**src/inc/ick_params.svh**
```systemverilog
// constants for the input counter and key lockout block
// assumes a single 125 MHz clock domain; included by bare name
`ifndef ICK_PARAMS_SVH
`define ICK_PARAMS_SVH

`define ICK_CNT_W 16
`define ICK_CNT_ZERO 16'h0000
`define ICK_CNT_ONE 16'h0001

`define ICK_NPINS 18
`define ICK_NKEYS 10
`define ICK_PINS_ZERO 18'h00000
`define ICK_KEYS_ZERO 10'h000

`define ICK_PIN_ALL_CLR 0
`define ICK_PIN_UP_CLR 1
`define ICK_PIN_DN_CLR 2
`define ICK_PIN_UP_ADD 3
`define ICK_PIN_UP_SUB 4
`define ICK_PIN_DN_ADD 5
`define ICK_PIN_DN_SUB 6
`define ICK_PIN_START_INH 7
`define ICK_PIN_LOCK_LO 8
`define ICK_PIN_LOCK_HI 17

`define ICK_KEY_MENU 0
`define ICK_KEY_READ 1
`define ICK_KEY_WRITE 2
`define ICK_KEY_TEACH_ENTRY 3
`define ICK_KEY_TEACH_MODIFY 4
`define ICK_KEY_TEACH_CONVERT 5
`define ICK_KEY_PROGRAM 6
`define ICK_KEY_IO_SETTING 7
`define ICK_KEY_FUNCTION 8
`define ICK_KEY_SPEED 9

`endif

```
**src/inc/ick_pkg.sv**
```systemverilog
// types shared by the input counter and key lockout modules
// assumes ick_params.svh on the include path
`include "ick_params.svh"

package ick_pkg;
    typedef logic [`ICK_CNT_W-1:0] ick_cnt_t;
    typedef logic [`ICK_NPINS-1:0] ick_pins_t;
    typedef logic [`ICK_NKEYS-1:0] ick_keys_t;
endpackage

```
**src/inc/ick_pin_if.sv**
```systemverilog
// pin bundle between the lockout core and its input filter
// assumes both ends share mclk_i
`include "ick_params.svh"

interface ick_pin_if;
    logic [`ICK_NPINS-1:0] raw;
    logic [`ICK_NPINS-1:0] level;
    logic [`ICK_NPINS-1:0] rise;
    modport filt (input raw, output level, output rise);
    modport core (output raw, input level, input rise);
endinterface

```
**src/rtl/ick_sync.sv**
```systemverilog
// three-stage synchroniser and agreement filter for the external pins
// assumes asynchronous pins; ce_i freezes every stage
`include "ick_params.svh"

module ick_sync
    import ick_pkg::*;
(
    input wire logic mclk_i,
    input wire logic reset_i,
    input wire logic ce_i,
    ick_pin_if.filt pins
);
    ick_pins_t meta;
    ick_pins_t sync2;
    ick_pins_t sync3;
    ick_pins_t level;
    ick_pins_t rise;
    ick_pins_t next_meta;
    ick_pins_t next_sync2;
    ick_pins_t next_sync3;
    ick_pins_t next_level;
    ick_pins_t next_rise;

    always_comb begin
        next_meta = meta;
        next_sync2 = sync2;
        next_sync3 = sync3;
        next_level = level;
        next_rise = rise;
        if (ce_i) begin
            next_meta = pins.raw;
            next_sync2 = meta;
            next_sync3 = sync2;
            // level moves only once stages two and three agree
            next_level = (sync2 & sync3) | (level & (sync2 | sync3));
            next_rise = next_level & ~level;
        end
    end

    always_ff @(posedge mclk_i or posedge reset_i) begin
        if (reset_i) begin
            meta <= `ICK_PINS_ZERO;
            sync2 <= `ICK_PINS_ZERO;
            sync3 <= `ICK_PINS_ZERO;
            level <= `ICK_PINS_ZERO;
            rise <= `ICK_PINS_ZERO;
        end else begin
            meta <= next_meta;
            sync2 <= next_sync2;
            sync3 <= next_sync3;
            level <= next_level;
            rise <= next_rise;
        end
    end

    assign pins.level = level;
    assign pins.rise = rise;
endmodule // ick_sync

```
**src/rtl/ick_top.sv**
```systemverilog
// production counters, start inhibit and operator key lockout
// assumes external switch pins are asynchronous; panel keys and start
// request come from logic on mclk_i
`include "ick_params.svh"

module ick_top
    import ick_pkg::*;
(
    input wire logic mclk_i,
    input wire logic reset_i,
    input wire logic ce_i,
    input wire logic all_counter_clear_i,
    input wire logic up_counter_clear_i,
    input wire logic down_counter_clear_i,
    input wire logic up_count_add_i,
    input wire logic up_count_sub_i,
    input wire logic down_count_add_i,
    input wire logic down_count_sub_i,
    input wire logic start_inhibit_i,
    input wire logic menu_key_lock_i,
    input wire logic pattern_read_lock_i,
    input wire logic pattern_write_lock_i,
    input wire logic teach_entry_lock_i,
    input wire logic teach_modify_lock_i,
    input wire logic teach_convert_lock_i,
    input wire logic program_key_lock_i,
    input wire logic io_setting_key_lock_i,
    input wire logic function_key_lock_i,
    input wire logic speed_key_lock_i,
    input wire logic start_req_i,
    input wire logic [`ICK_NKEYS-1:0] key_press_i,
    output logic start_go_o,
    output logic [`ICK_NKEYS-1:0] key_accept_o,
    output logic [`ICK_NKEYS-1:0] key_locked_o,
    output logic start_inhibited_o,
    output logic [`ICK_CNT_W-1:0] up_count_o,
    output logic [`ICK_CNT_W-1:0] down_count_o
);
    ick_pin_if pins ();

    ick_cnt_t up_cnt;
    ick_cnt_t down_cnt;
    ick_cnt_t next_up_cnt;
    ick_cnt_t next_down_cnt;
    ick_keys_t key_accept;
    ick_keys_t next_key_accept;
    ick_keys_t key_locked;
    ick_keys_t next_key_locked;
    ick_keys_t lock_level;
    logic start_go;
    logic next_start_go;
    logic inhibited;
    logic next_inhibited;

    logic all_clr;
    logic up_clr;
    logic dn_clr;
    logic up_add;
    logic up_sub;
    logic dn_add;
    logic dn_sub;
    logic inhibit_level;

    assign pins.raw[`ICK_PIN_ALL_CLR] = all_counter_clear_i;
    assign pins.raw[`ICK_PIN_UP_CLR] = up_counter_clear_i;
    assign pins.raw[`ICK_PIN_DN_CLR] = down_counter_clear_i;
    assign pins.raw[`ICK_PIN_UP_ADD] = up_count_add_i;
    assign pins.raw[`ICK_PIN_UP_SUB] = up_count_sub_i;
    assign pins.raw[`ICK_PIN_DN_ADD] = down_count_add_i;
    assign pins.raw[`ICK_PIN_DN_SUB] = down_count_sub_i;
    assign pins.raw[`ICK_PIN_START_INH] = start_inhibit_i;
    assign pins.raw[`ICK_PIN_LOCK_LO + `ICK_KEY_MENU] = menu_key_lock_i;
    assign pins.raw[`ICK_PIN_LOCK_LO + `ICK_KEY_READ] = pattern_read_lock_i;
    assign pins.raw[`ICK_PIN_LOCK_LO + `ICK_KEY_WRITE] = pattern_write_lock_i;
    assign pins.raw[`ICK_PIN_LOCK_LO + `ICK_KEY_TEACH_ENTRY] = teach_entry_lock_i;
    assign pins.raw[`ICK_PIN_LOCK_LO + `ICK_KEY_TEACH_MODIFY] = teach_modify_lock_i;
    assign pins.raw[`ICK_PIN_LOCK_LO + `ICK_KEY_TEACH_CONVERT] = teach_convert_lock_i;
    assign pins.raw[`ICK_PIN_LOCK_LO + `ICK_KEY_PROGRAM] = program_key_lock_i;
    assign pins.raw[`ICK_PIN_LOCK_LO + `ICK_KEY_IO_SETTING] = io_setting_key_lock_i;
    assign pins.raw[`ICK_PIN_LOCK_LO + `ICK_KEY_FUNCTION] = function_key_lock_i;
    assign pins.raw[`ICK_PIN_LOCK_LO + `ICK_KEY_SPEED] = speed_key_lock_i;

    ick_sync u_sync (
        .mclk_i(mclk_i),
        .reset_i(reset_i),
        .ce_i(ce_i),
        .pins(pins)
    );

    // clears act on the filtered level, steps on the one-cycle rise
    assign all_clr = pins.level[`ICK_PIN_ALL_CLR];
    assign up_clr = pins.level[`ICK_PIN_UP_CLR];
    assign dn_clr = pins.level[`ICK_PIN_DN_CLR];
    assign up_add = pins.rise[`ICK_PIN_UP_ADD];
    assign up_sub = pins.rise[`ICK_PIN_UP_SUB];
    assign dn_add = pins.rise[`ICK_PIN_DN_ADD];
    assign dn_sub = pins.rise[`ICK_PIN_DN_SUB];
    assign inhibit_level = pins.level[`ICK_PIN_START_INH];
    assign lock_level = pins.level[`ICK_PIN_LOCK_HI:`ICK_PIN_LOCK_LO];

    // add and subtract on the same edge cancel; counters wrap modulo width
    function automatic ick_cnt_t cnt_step(input ick_cnt_t cnt, input logic clr,
                                          input logic inc, input logic dec);
        ick_cnt_t res;
        res = cnt;
        if (clr) begin
            res = `ICK_CNT_ZERO;
        end else if (inc && !dec) begin
            res = cnt + `ICK_CNT_ONE;
        end else if (dec && !inc) begin
            res = cnt - `ICK_CNT_ONE;
        end
        return res;
    endfunction

    always_comb begin
        next_up_cnt = up_cnt;
        next_down_cnt = down_cnt;
        next_key_accept = key_accept;
        next_key_locked = key_locked;
        next_start_go = start_go;
        next_inhibited = inhibited;
        if (ce_i) begin
            next_up_cnt = cnt_step(up_cnt, all_clr || up_clr, up_add, up_sub);
            next_down_cnt = cnt_step(down_cnt, all_clr || dn_clr, dn_add, dn_sub);
            next_start_go = start_req_i && !inhibit_level;
            next_inhibited = inhibit_level;
            next_key_accept = key_press_i & ~lock_level;
            next_key_locked = lock_level;
        end
    end

    always_ff @(posedge mclk_i or posedge reset_i) begin
        if (reset_i) begin
            up_cnt <= `ICK_CNT_ZERO;
            down_cnt <= `ICK_CNT_ZERO;
            key_accept <= `ICK_KEYS_ZERO;
            key_locked <= `ICK_KEYS_ZERO;
            start_go <= 1'b0;
            inhibited <= 1'b0;
        end else begin
            up_cnt <= next_up_cnt;
            down_cnt <= next_down_cnt;
            key_accept <= next_key_accept;
            key_locked <= next_key_locked;
            start_go <= next_start_go;
            inhibited <= next_inhibited;
        end
    end

    assign up_count_o = up_cnt;
    assign down_count_o = down_cnt;
    assign key_accept_o = key_accept;
    assign key_locked_o = key_locked;
    assign start_go_o = start_go;
    assign start_inhibited_o = inhibited;

    property p_all_clear;
        @(posedge mclk_i) disable iff (reset_i)
        (ce_i && all_clr) |=> (up_cnt == `ICK_CNT_ZERO) && (down_cnt == `ICK_CNT_ZERO);
    endproperty
    a_all_clear: assert property (p_all_clear) else $error("all clear did not zero both counters");

    property p_up_clear;
        @(posedge mclk_i) disable iff (reset_i)
        (ce_i && up_clr && !all_clr && !dn_clr && !dn_add && !dn_sub)
            |=> (up_cnt == `ICK_CNT_ZERO) && (down_cnt == $past(down_cnt));
    endproperty
    a_up_clear: assert property (p_up_clear) else $error("up clear wrong or disturbed down counter");

    property p_down_clear;
        @(posedge mclk_i) disable iff (reset_i)
        (ce_i && dn_clr && !all_clr && !up_clr && !up_add && !up_sub)
            |=> (down_cnt == `ICK_CNT_ZERO) && (up_cnt == $past(up_cnt));
    endproperty
    a_down_clear: assert property (p_down_clear) else $error("down clear wrong or disturbed up counter");

    property p_up_add;
        @(posedge mclk_i) disable iff (reset_i)
        (ce_i && up_add && !up_sub && !all_clr && !up_clr)
            |=> up_cnt == ick_cnt_t'($past(up_cnt) + `ICK_CNT_ONE);
    endproperty
    a_up_add: assert property (p_up_add) else $error("up counter did not increment");

    property p_up_sub;
        @(posedge mclk_i) disable iff (reset_i)
        (ce_i && up_sub && !up_add && !all_clr && !up_clr)
            |=> up_cnt == ick_cnt_t'($past(up_cnt) - `ICK_CNT_ONE);
    endproperty
    a_up_sub: assert property (p_up_sub) else $error("up counter did not decrement");

    property p_down_add;
        @(posedge mclk_i) disable iff (reset_i)
        (ce_i && dn_add && !dn_sub && !all_clr && !dn_clr)
            |=> down_cnt == ick_cnt_t'($past(down_cnt) + `ICK_CNT_ONE);
    endproperty
    a_down_add: assert property (p_down_add) else $error("down counter did not increment");

    property p_down_sub;
        @(posedge mclk_i) disable iff (reset_i)
        (ce_i && dn_sub && !dn_add && !all_clr && !dn_clr)
            |=> down_cnt == ick_cnt_t'($past(down_cnt) - `ICK_CNT_ONE);
    endproperty
    a_down_sub: assert property (p_down_sub) else $error("down counter did not decrement");

    // a held add pin must not keep counting after its first step
    property p_single_step;
        @(posedge mclk_i) disable iff (reset_i)
        (ce_i && pins.level[`ICK_PIN_UP_ADD] && !up_add && !up_sub && !all_clr && !up_clr)
            |=> $stable(up_cnt);
    endproperty
    a_single_step: assert property (p_single_step) else $error("up counter moved without an edge");

    property p_clear_wins;
        @(posedge mclk_i) disable iff (reset_i)
        (ce_i && (all_clr || dn_clr) && (dn_add || dn_sub)) |=> down_cnt == `ICK_CNT_ZERO;
    endproperty
    a_clear_wins: assert property (p_clear_wins) else $error("count step beat a clear");

    property p_start_block;
        @(posedge mclk_i) disable iff (reset_i)
        (ce_i && inhibit_level) |=> !start_go_o && start_inhibited_o;
    endproperty
    a_start_block: assert property (p_start_block) else $error("start issued while inhibited");

    property p_start_pass;
        @(posedge mclk_i) disable iff (reset_i)
        (ce_i && !inhibit_level && start_req_i) |=> start_go_o && !start_inhibited_o;
    endproperty
    a_start_pass: assert property (p_start_pass) else $error("start refused with no inhibit");

    property p_key_lock;
        @(posedge mclk_i) disable iff (reset_i)
        ce_i |=> ((key_accept_o & $past(lock_level)) == `ICK_KEYS_ZERO)
            && (key_locked_o == $past(lock_level))
            && (key_accept_o == ($past(key_press_i) & ~$past(lock_level)));
    endproperty
    a_key_lock: assert property (p_key_lock) else $error("locked key press was accepted");

    property p_up_clear_wins;
        @(posedge mclk_i) disable iff (reset_i)
        (ce_i && (all_clr || up_clr) && (up_add || up_sub)) |=> up_cnt == `ICK_CNT_ZERO;
    endproperty
    a_up_clear_wins: assert property (p_up_clear_wins) else $error("count step beat an up clear");

    // held pins on the other three step inputs must not keep counting either
    property p_down_held;
        @(posedge mclk_i) disable iff (reset_i)
        (ce_i && pins.level[`ICK_PIN_DN_ADD] && !dn_add && !dn_sub && !all_clr && !dn_clr)
            |=> $stable(down_cnt);
    endproperty
    a_down_held: assert property (p_down_held) else $error("held add moved down counter");

    property p_up_sub_held;
        @(posedge mclk_i) disable iff (reset_i)
        (ce_i && pins.level[`ICK_PIN_UP_SUB] && !up_add && !up_sub && !all_clr && !up_clr)
            |=> $stable(up_cnt);
    endproperty
    a_up_sub_held: assert property (p_up_sub_held) else $error("held subtract moved up counter");

    property p_down_sub_held;
        @(posedge mclk_i) disable iff (reset_i)
        (ce_i && pins.level[`ICK_PIN_DN_SUB] && !dn_add && !dn_sub && !all_clr && !dn_clr)
            |=> $stable(down_cnt);
    endproperty
    a_down_sub_held: assert property (p_down_sub_held) else $error("held subtract moved down counter");

    // a low clock enable must hold every output
    property p_freeze;
        @(posedge mclk_i) disable iff (reset_i)
        !ce_i |=> $stable(up_cnt) && $stable(down_cnt) && $stable(key_accept_o)
            && $stable(key_locked_o) && $stable(start_go_o) && $stable(start_inhibited_o);
    endproperty
    a_freeze: assert property (p_freeze) else $error("state moved while clock enable low");

    // add and subtract on one edge cancel out
    property p_step_cancel;
        @(posedge mclk_i) disable iff (reset_i)
        (ce_i && up_add && up_sub && !all_clr && !up_clr) |=> $stable(up_cnt);
    endproperty
    a_step_cancel: assert property (p_step_cancel) else $error("add and subtract did not cancel");

    property p_inhibit_flag;
        @(posedge mclk_i) disable iff (reset_i)
        ce_i |=> start_inhibited_o == $past(inhibit_level);
    endproperty
    a_inhibit_flag: assert property (p_inhibit_flag) else $error("inhibit flag does not follow its pin");

    // a start goes out only for a request in the cycle before
    property p_start_follows;
        @(posedge mclk_i) disable iff (reset_i)
        (ce_i && !start_req_i) |=> !start_go_o;
    endproperty
    a_start_follows: assert property (p_start_follows) else $error("start issued with no request");

endmodule // ick_top

```
**config.mk**
```make
export PLATFORM = sky130hd
export DESIGN_NAME = ick_top
export DESIGN_NICKNAME = d
export VERILOG_FILES = /design/src/inc/ick_pkg.sv /design/src/inc/ick_pin_if.sv /design/src/rtl/ick_sync.sv /design/src/rtl/ick_top.sv
export VERILOG_INCLUDE_DIRS = /design/src /design/src/inc
export SDC_FILE = /design/constraint.sdc
export NUM_CORES = 1
export LEC_CHECK = 0
export ABC_AREA = 1
export BUFFER_PORTS_ARGS = -buffer_cell sky130_fd_sc_hd__buf_2
export CORE_UTILIZATION = 60
export CTS_BUF_LIST = sky130_fd_sc_hd__clkbuf_4 sky130_fd_sc_hd__clkbuf_8 sky130_fd_sc_hd__clkbuf_16
export CTS_CLUSTER_DIAMETER = 40
export DETAILED_ROUTE_END_ITERATION = 7
export PLACE_DENSITY_LB_ADDON = 0.05
export SLEW_MARGIN = 20
export SYNTH_ARGS = -nofsm -noshare
export SYNTH_HDL_FRONTEND = slang
export SYNTH_HIERARCHICAL = 1
export SYNTH_SLANG_ARGS = --single-unit
```
**constraint.sdc**
```tcl
create_clock -name mclk_i -period 6.7 [get_ports mclk_i]
set_clock_uncertainty 0.1 [all_clocks]
set_input_delay 0.67 -clock mclk_i [delete_from_list [all_inputs] [get_ports mclk_i]]
set_output_delay 0.67 -clock mclk_i [all_outputs]
set_load 0.005 [all_outputs]
```
==> run_results.csv <==
group,metric,value,unit
status,status,"finished, final reports clean",
route,antenna_left,0,
finish,drive_above_1_share,0.131,
timing,rsz0062_at_grt,"false",
timing,maxSlewViolCount,0,
timing,hold_viol_final,0,
route,via_per_inst,4.93,
placement,post-dp-hpwl,9400,um
placement,gp_congestion,0.865,
cts,ctsHoldBuffers,0,
logic_synthesis,yosys_warnings,6,
worst_setup_path,regToRegStartpoint,"u_sync/pins.rise[6]",
run,drv_cap,0,
worst_setup_path,regToRegEndpoint,"down_count_o[13]",
worst_setup_path,rr_worst_depth,9,
worst_setup_path,crit_path_end,"down_count_o[1]",
worst_setup_path,critical_path_arrival,2.66,ns
cts,clock_path_buffers,2,
cts,h-tree-depth,4,
worst_setup_path,end_kind,"flip-flop",
cts,clock-root-buffer,"clkbuf_16",
finish,ff_latch_area,0.00325,mm2
worst_setup_path,critPathKind,"in -> reg",
cts,clock_latency,0.41,ns
placement,io_buffers,85,
route,firstDrtPassIters,5,
route,drtIter0Drc,385,
worst_setup_path,startpoint,"ce_i",
die,dieHeight,110,um
finish,diodes,0,
placement,place_ws,3.76,ns
worst_setup_path,crit_path_max_fanout,84,
timing,whs,0.187,ns
die,coreArea,0.0114,mm2
die,die_area,0.0121,mm2
die,start_util,0.614,
timing,layout_setup_ws,4.24,ns
timing,fmax,406,MHz
timing,tightest_slew,0.912,ns
logic_synthesis,avgSynthCellArea,7.56,um2
cts,cts_setup_buffers,0,
timing,setup_viol,0,
route,num_vias,5730,
logic_synthesis,syn_area,0.00699,mm2
die,die_x,110,um
worst_setup_path,start_kind,"input port",
die,pin_count,86,
placement,dp.cells,1131,
finish,nFillCells,962,
worst_setup_path,required,6.90,ns
worst_setup_path,r2r_slack,4.54,ns
grt,grtUsageTotal,0.241,
route,drcViolationCount,0,
grt,globalRouteMet3Util,0.0504,
grt,grtUsageMet2,0.382,
timing,slew_headroom,0.392,
grt,overflow,0,
timing,fin_crit_sh,0.368,
cts,cts_tree,"done",
logic_synthesis,syn_inst,924,
route,wl,13500,um
timing,period_needed,2.46,ns
grt,use_met1,0.326,
finish,multi_input_area,0.00305,mm2
power_and_ir_drop,power_density,420,mW/mm2
finish,fin_cells,1162,
power_and_ir_drop,p_leak,4.68,nW
cts,path_clk_slew,0.06,ns
power_and_ir_drop,peakVddDrop,0.244,mV
min_path,min-delay-path-class,"in -> async",
cts,cts_resized,0,
route,wl_per_cell,11.6,um
grt,grt.busiest_layer,"met2",
grt,grt_max_degree,85,
grt,grt_pass1_wl,22600,um
finish,fin_util,0.708,
timing,fin_setup_tns,0,ns
die,num_rows,39,
finish,syn_to_final_growth,15.3,%
grt,grt_pass1_vias,5108,
cts,cts_sinks,130,
logic_synthesis,mappedNetlistNets,992,
finish,nets,1075,
grt,grt_antenna_before_repair,0,
cts,cts_buffers,17,
-- stage by stage --
step / power [mW] / area, um2
after global placement: 2.49 / 7490
final: 3.38 / 8050
after detailed placement: 2.51 / 7490
after CTS: 3.40 / 8050
after floorplan: 2.16 / 6990
after global routing: 3.70 / 8050
-- worst min-delay path by stage --
stage	startpoint	to	slack (ns)	cells past startpoint
after floorplan	u_sync/pins.level[5]	u_sync/pins.rise[5]	0.32	1
after detailed placement	u_sync/pins.level[5]	u_sync/pins.rise[5]	0.35	1
after global placement	u_sync/pins.level[6]	u_sync/pins.rise[6]	0.33	1
after global routing	reset_i	up_count_o[0]	0.24	2
after CTS	reset_i	up_count_o[1]	0.20	2
final	reset_i	up_count_o[8]	0.19	2
-- per-layer routing --
layer | share of wire | vias up
met5 | 0 | -
met4 | 0.014 | 0
li1 | - | 3023
met2 | 0.46 | 101
met3 | 0.032 | 15
met1 | 0.50 | 2591
-- cell usage in the layout, fill, tap and decap left out --
master,n
nand2_1,338
inv_1,144
dfrtp_1,130
buf_2,84
nand3_1,69
nor2_1,62
o21ai_0,46
ha_1,34
clkbuf_16,17
a21oi_1,15
a22o_1,13
o21ai_1,10
nor3_1,6
nand3b_1,5
xnor2_1,4
xor2_1,4
clkinv_2,4
buf_4,4
nand3_2,3
inv_2,3
clkbuf_8,3
or2_1,2
or2_4,2
nand2_2,2
o21ai_2,2
nand4_1,2
fa_1,2
clkbuf_4,2
clkinvlp_4,2
clkinv_4,2
nand2_4,1
nor2_8,1
bufinv_16,1
-- worst max-delay path, stage by stage --
cell	delay, ns
buf_4	0.38
buf_4	0.66
nand2_1	0.55
a22o_1	0.37
-- power breakdown --
group / total [mW] / switching, mW / internal [mW] / leakage [nW]
sequential: 1.07 / 0.126 / 0.947 / 1.65
combinational: 1.44 / 0.883 / 0.553 / 2.76
clock: 0.872 / 0.328 / 0.543 / 0.279
total: 3.38 / 1.34 / 2.04 / 4.68
-- cell type report --
| cell class | instances | area share |
|---|---|---|
| Sequential cell | 130 | 0.404 |
| Tap cell | 143 | 0.0222 |
| Inverter | 147 | 0.0685 |
| Clock buffer | 22 | 0.0598 |
| Timing Repair Buffer | 88 | 0.0559 |
| Clock inverter | 9 | 0.0103 |
| Multi-Input combinational cell | 623 | 0.379 |
-- state kept, by name (all words and copies together) (netlist names) --
name / cells
u_sync/meta: 18
u_sync/pins.level: 18
u_sync/sync2: 18
u_sync/sync3: 18
down_count_o: 16
up_count_o: 16
key_accept_o: 10
key_locked_o: 10
u_sync/pins.rise: 4
start_go_o: 1
start_inhibited_o: 1
(Power assumes the default switching activity.)
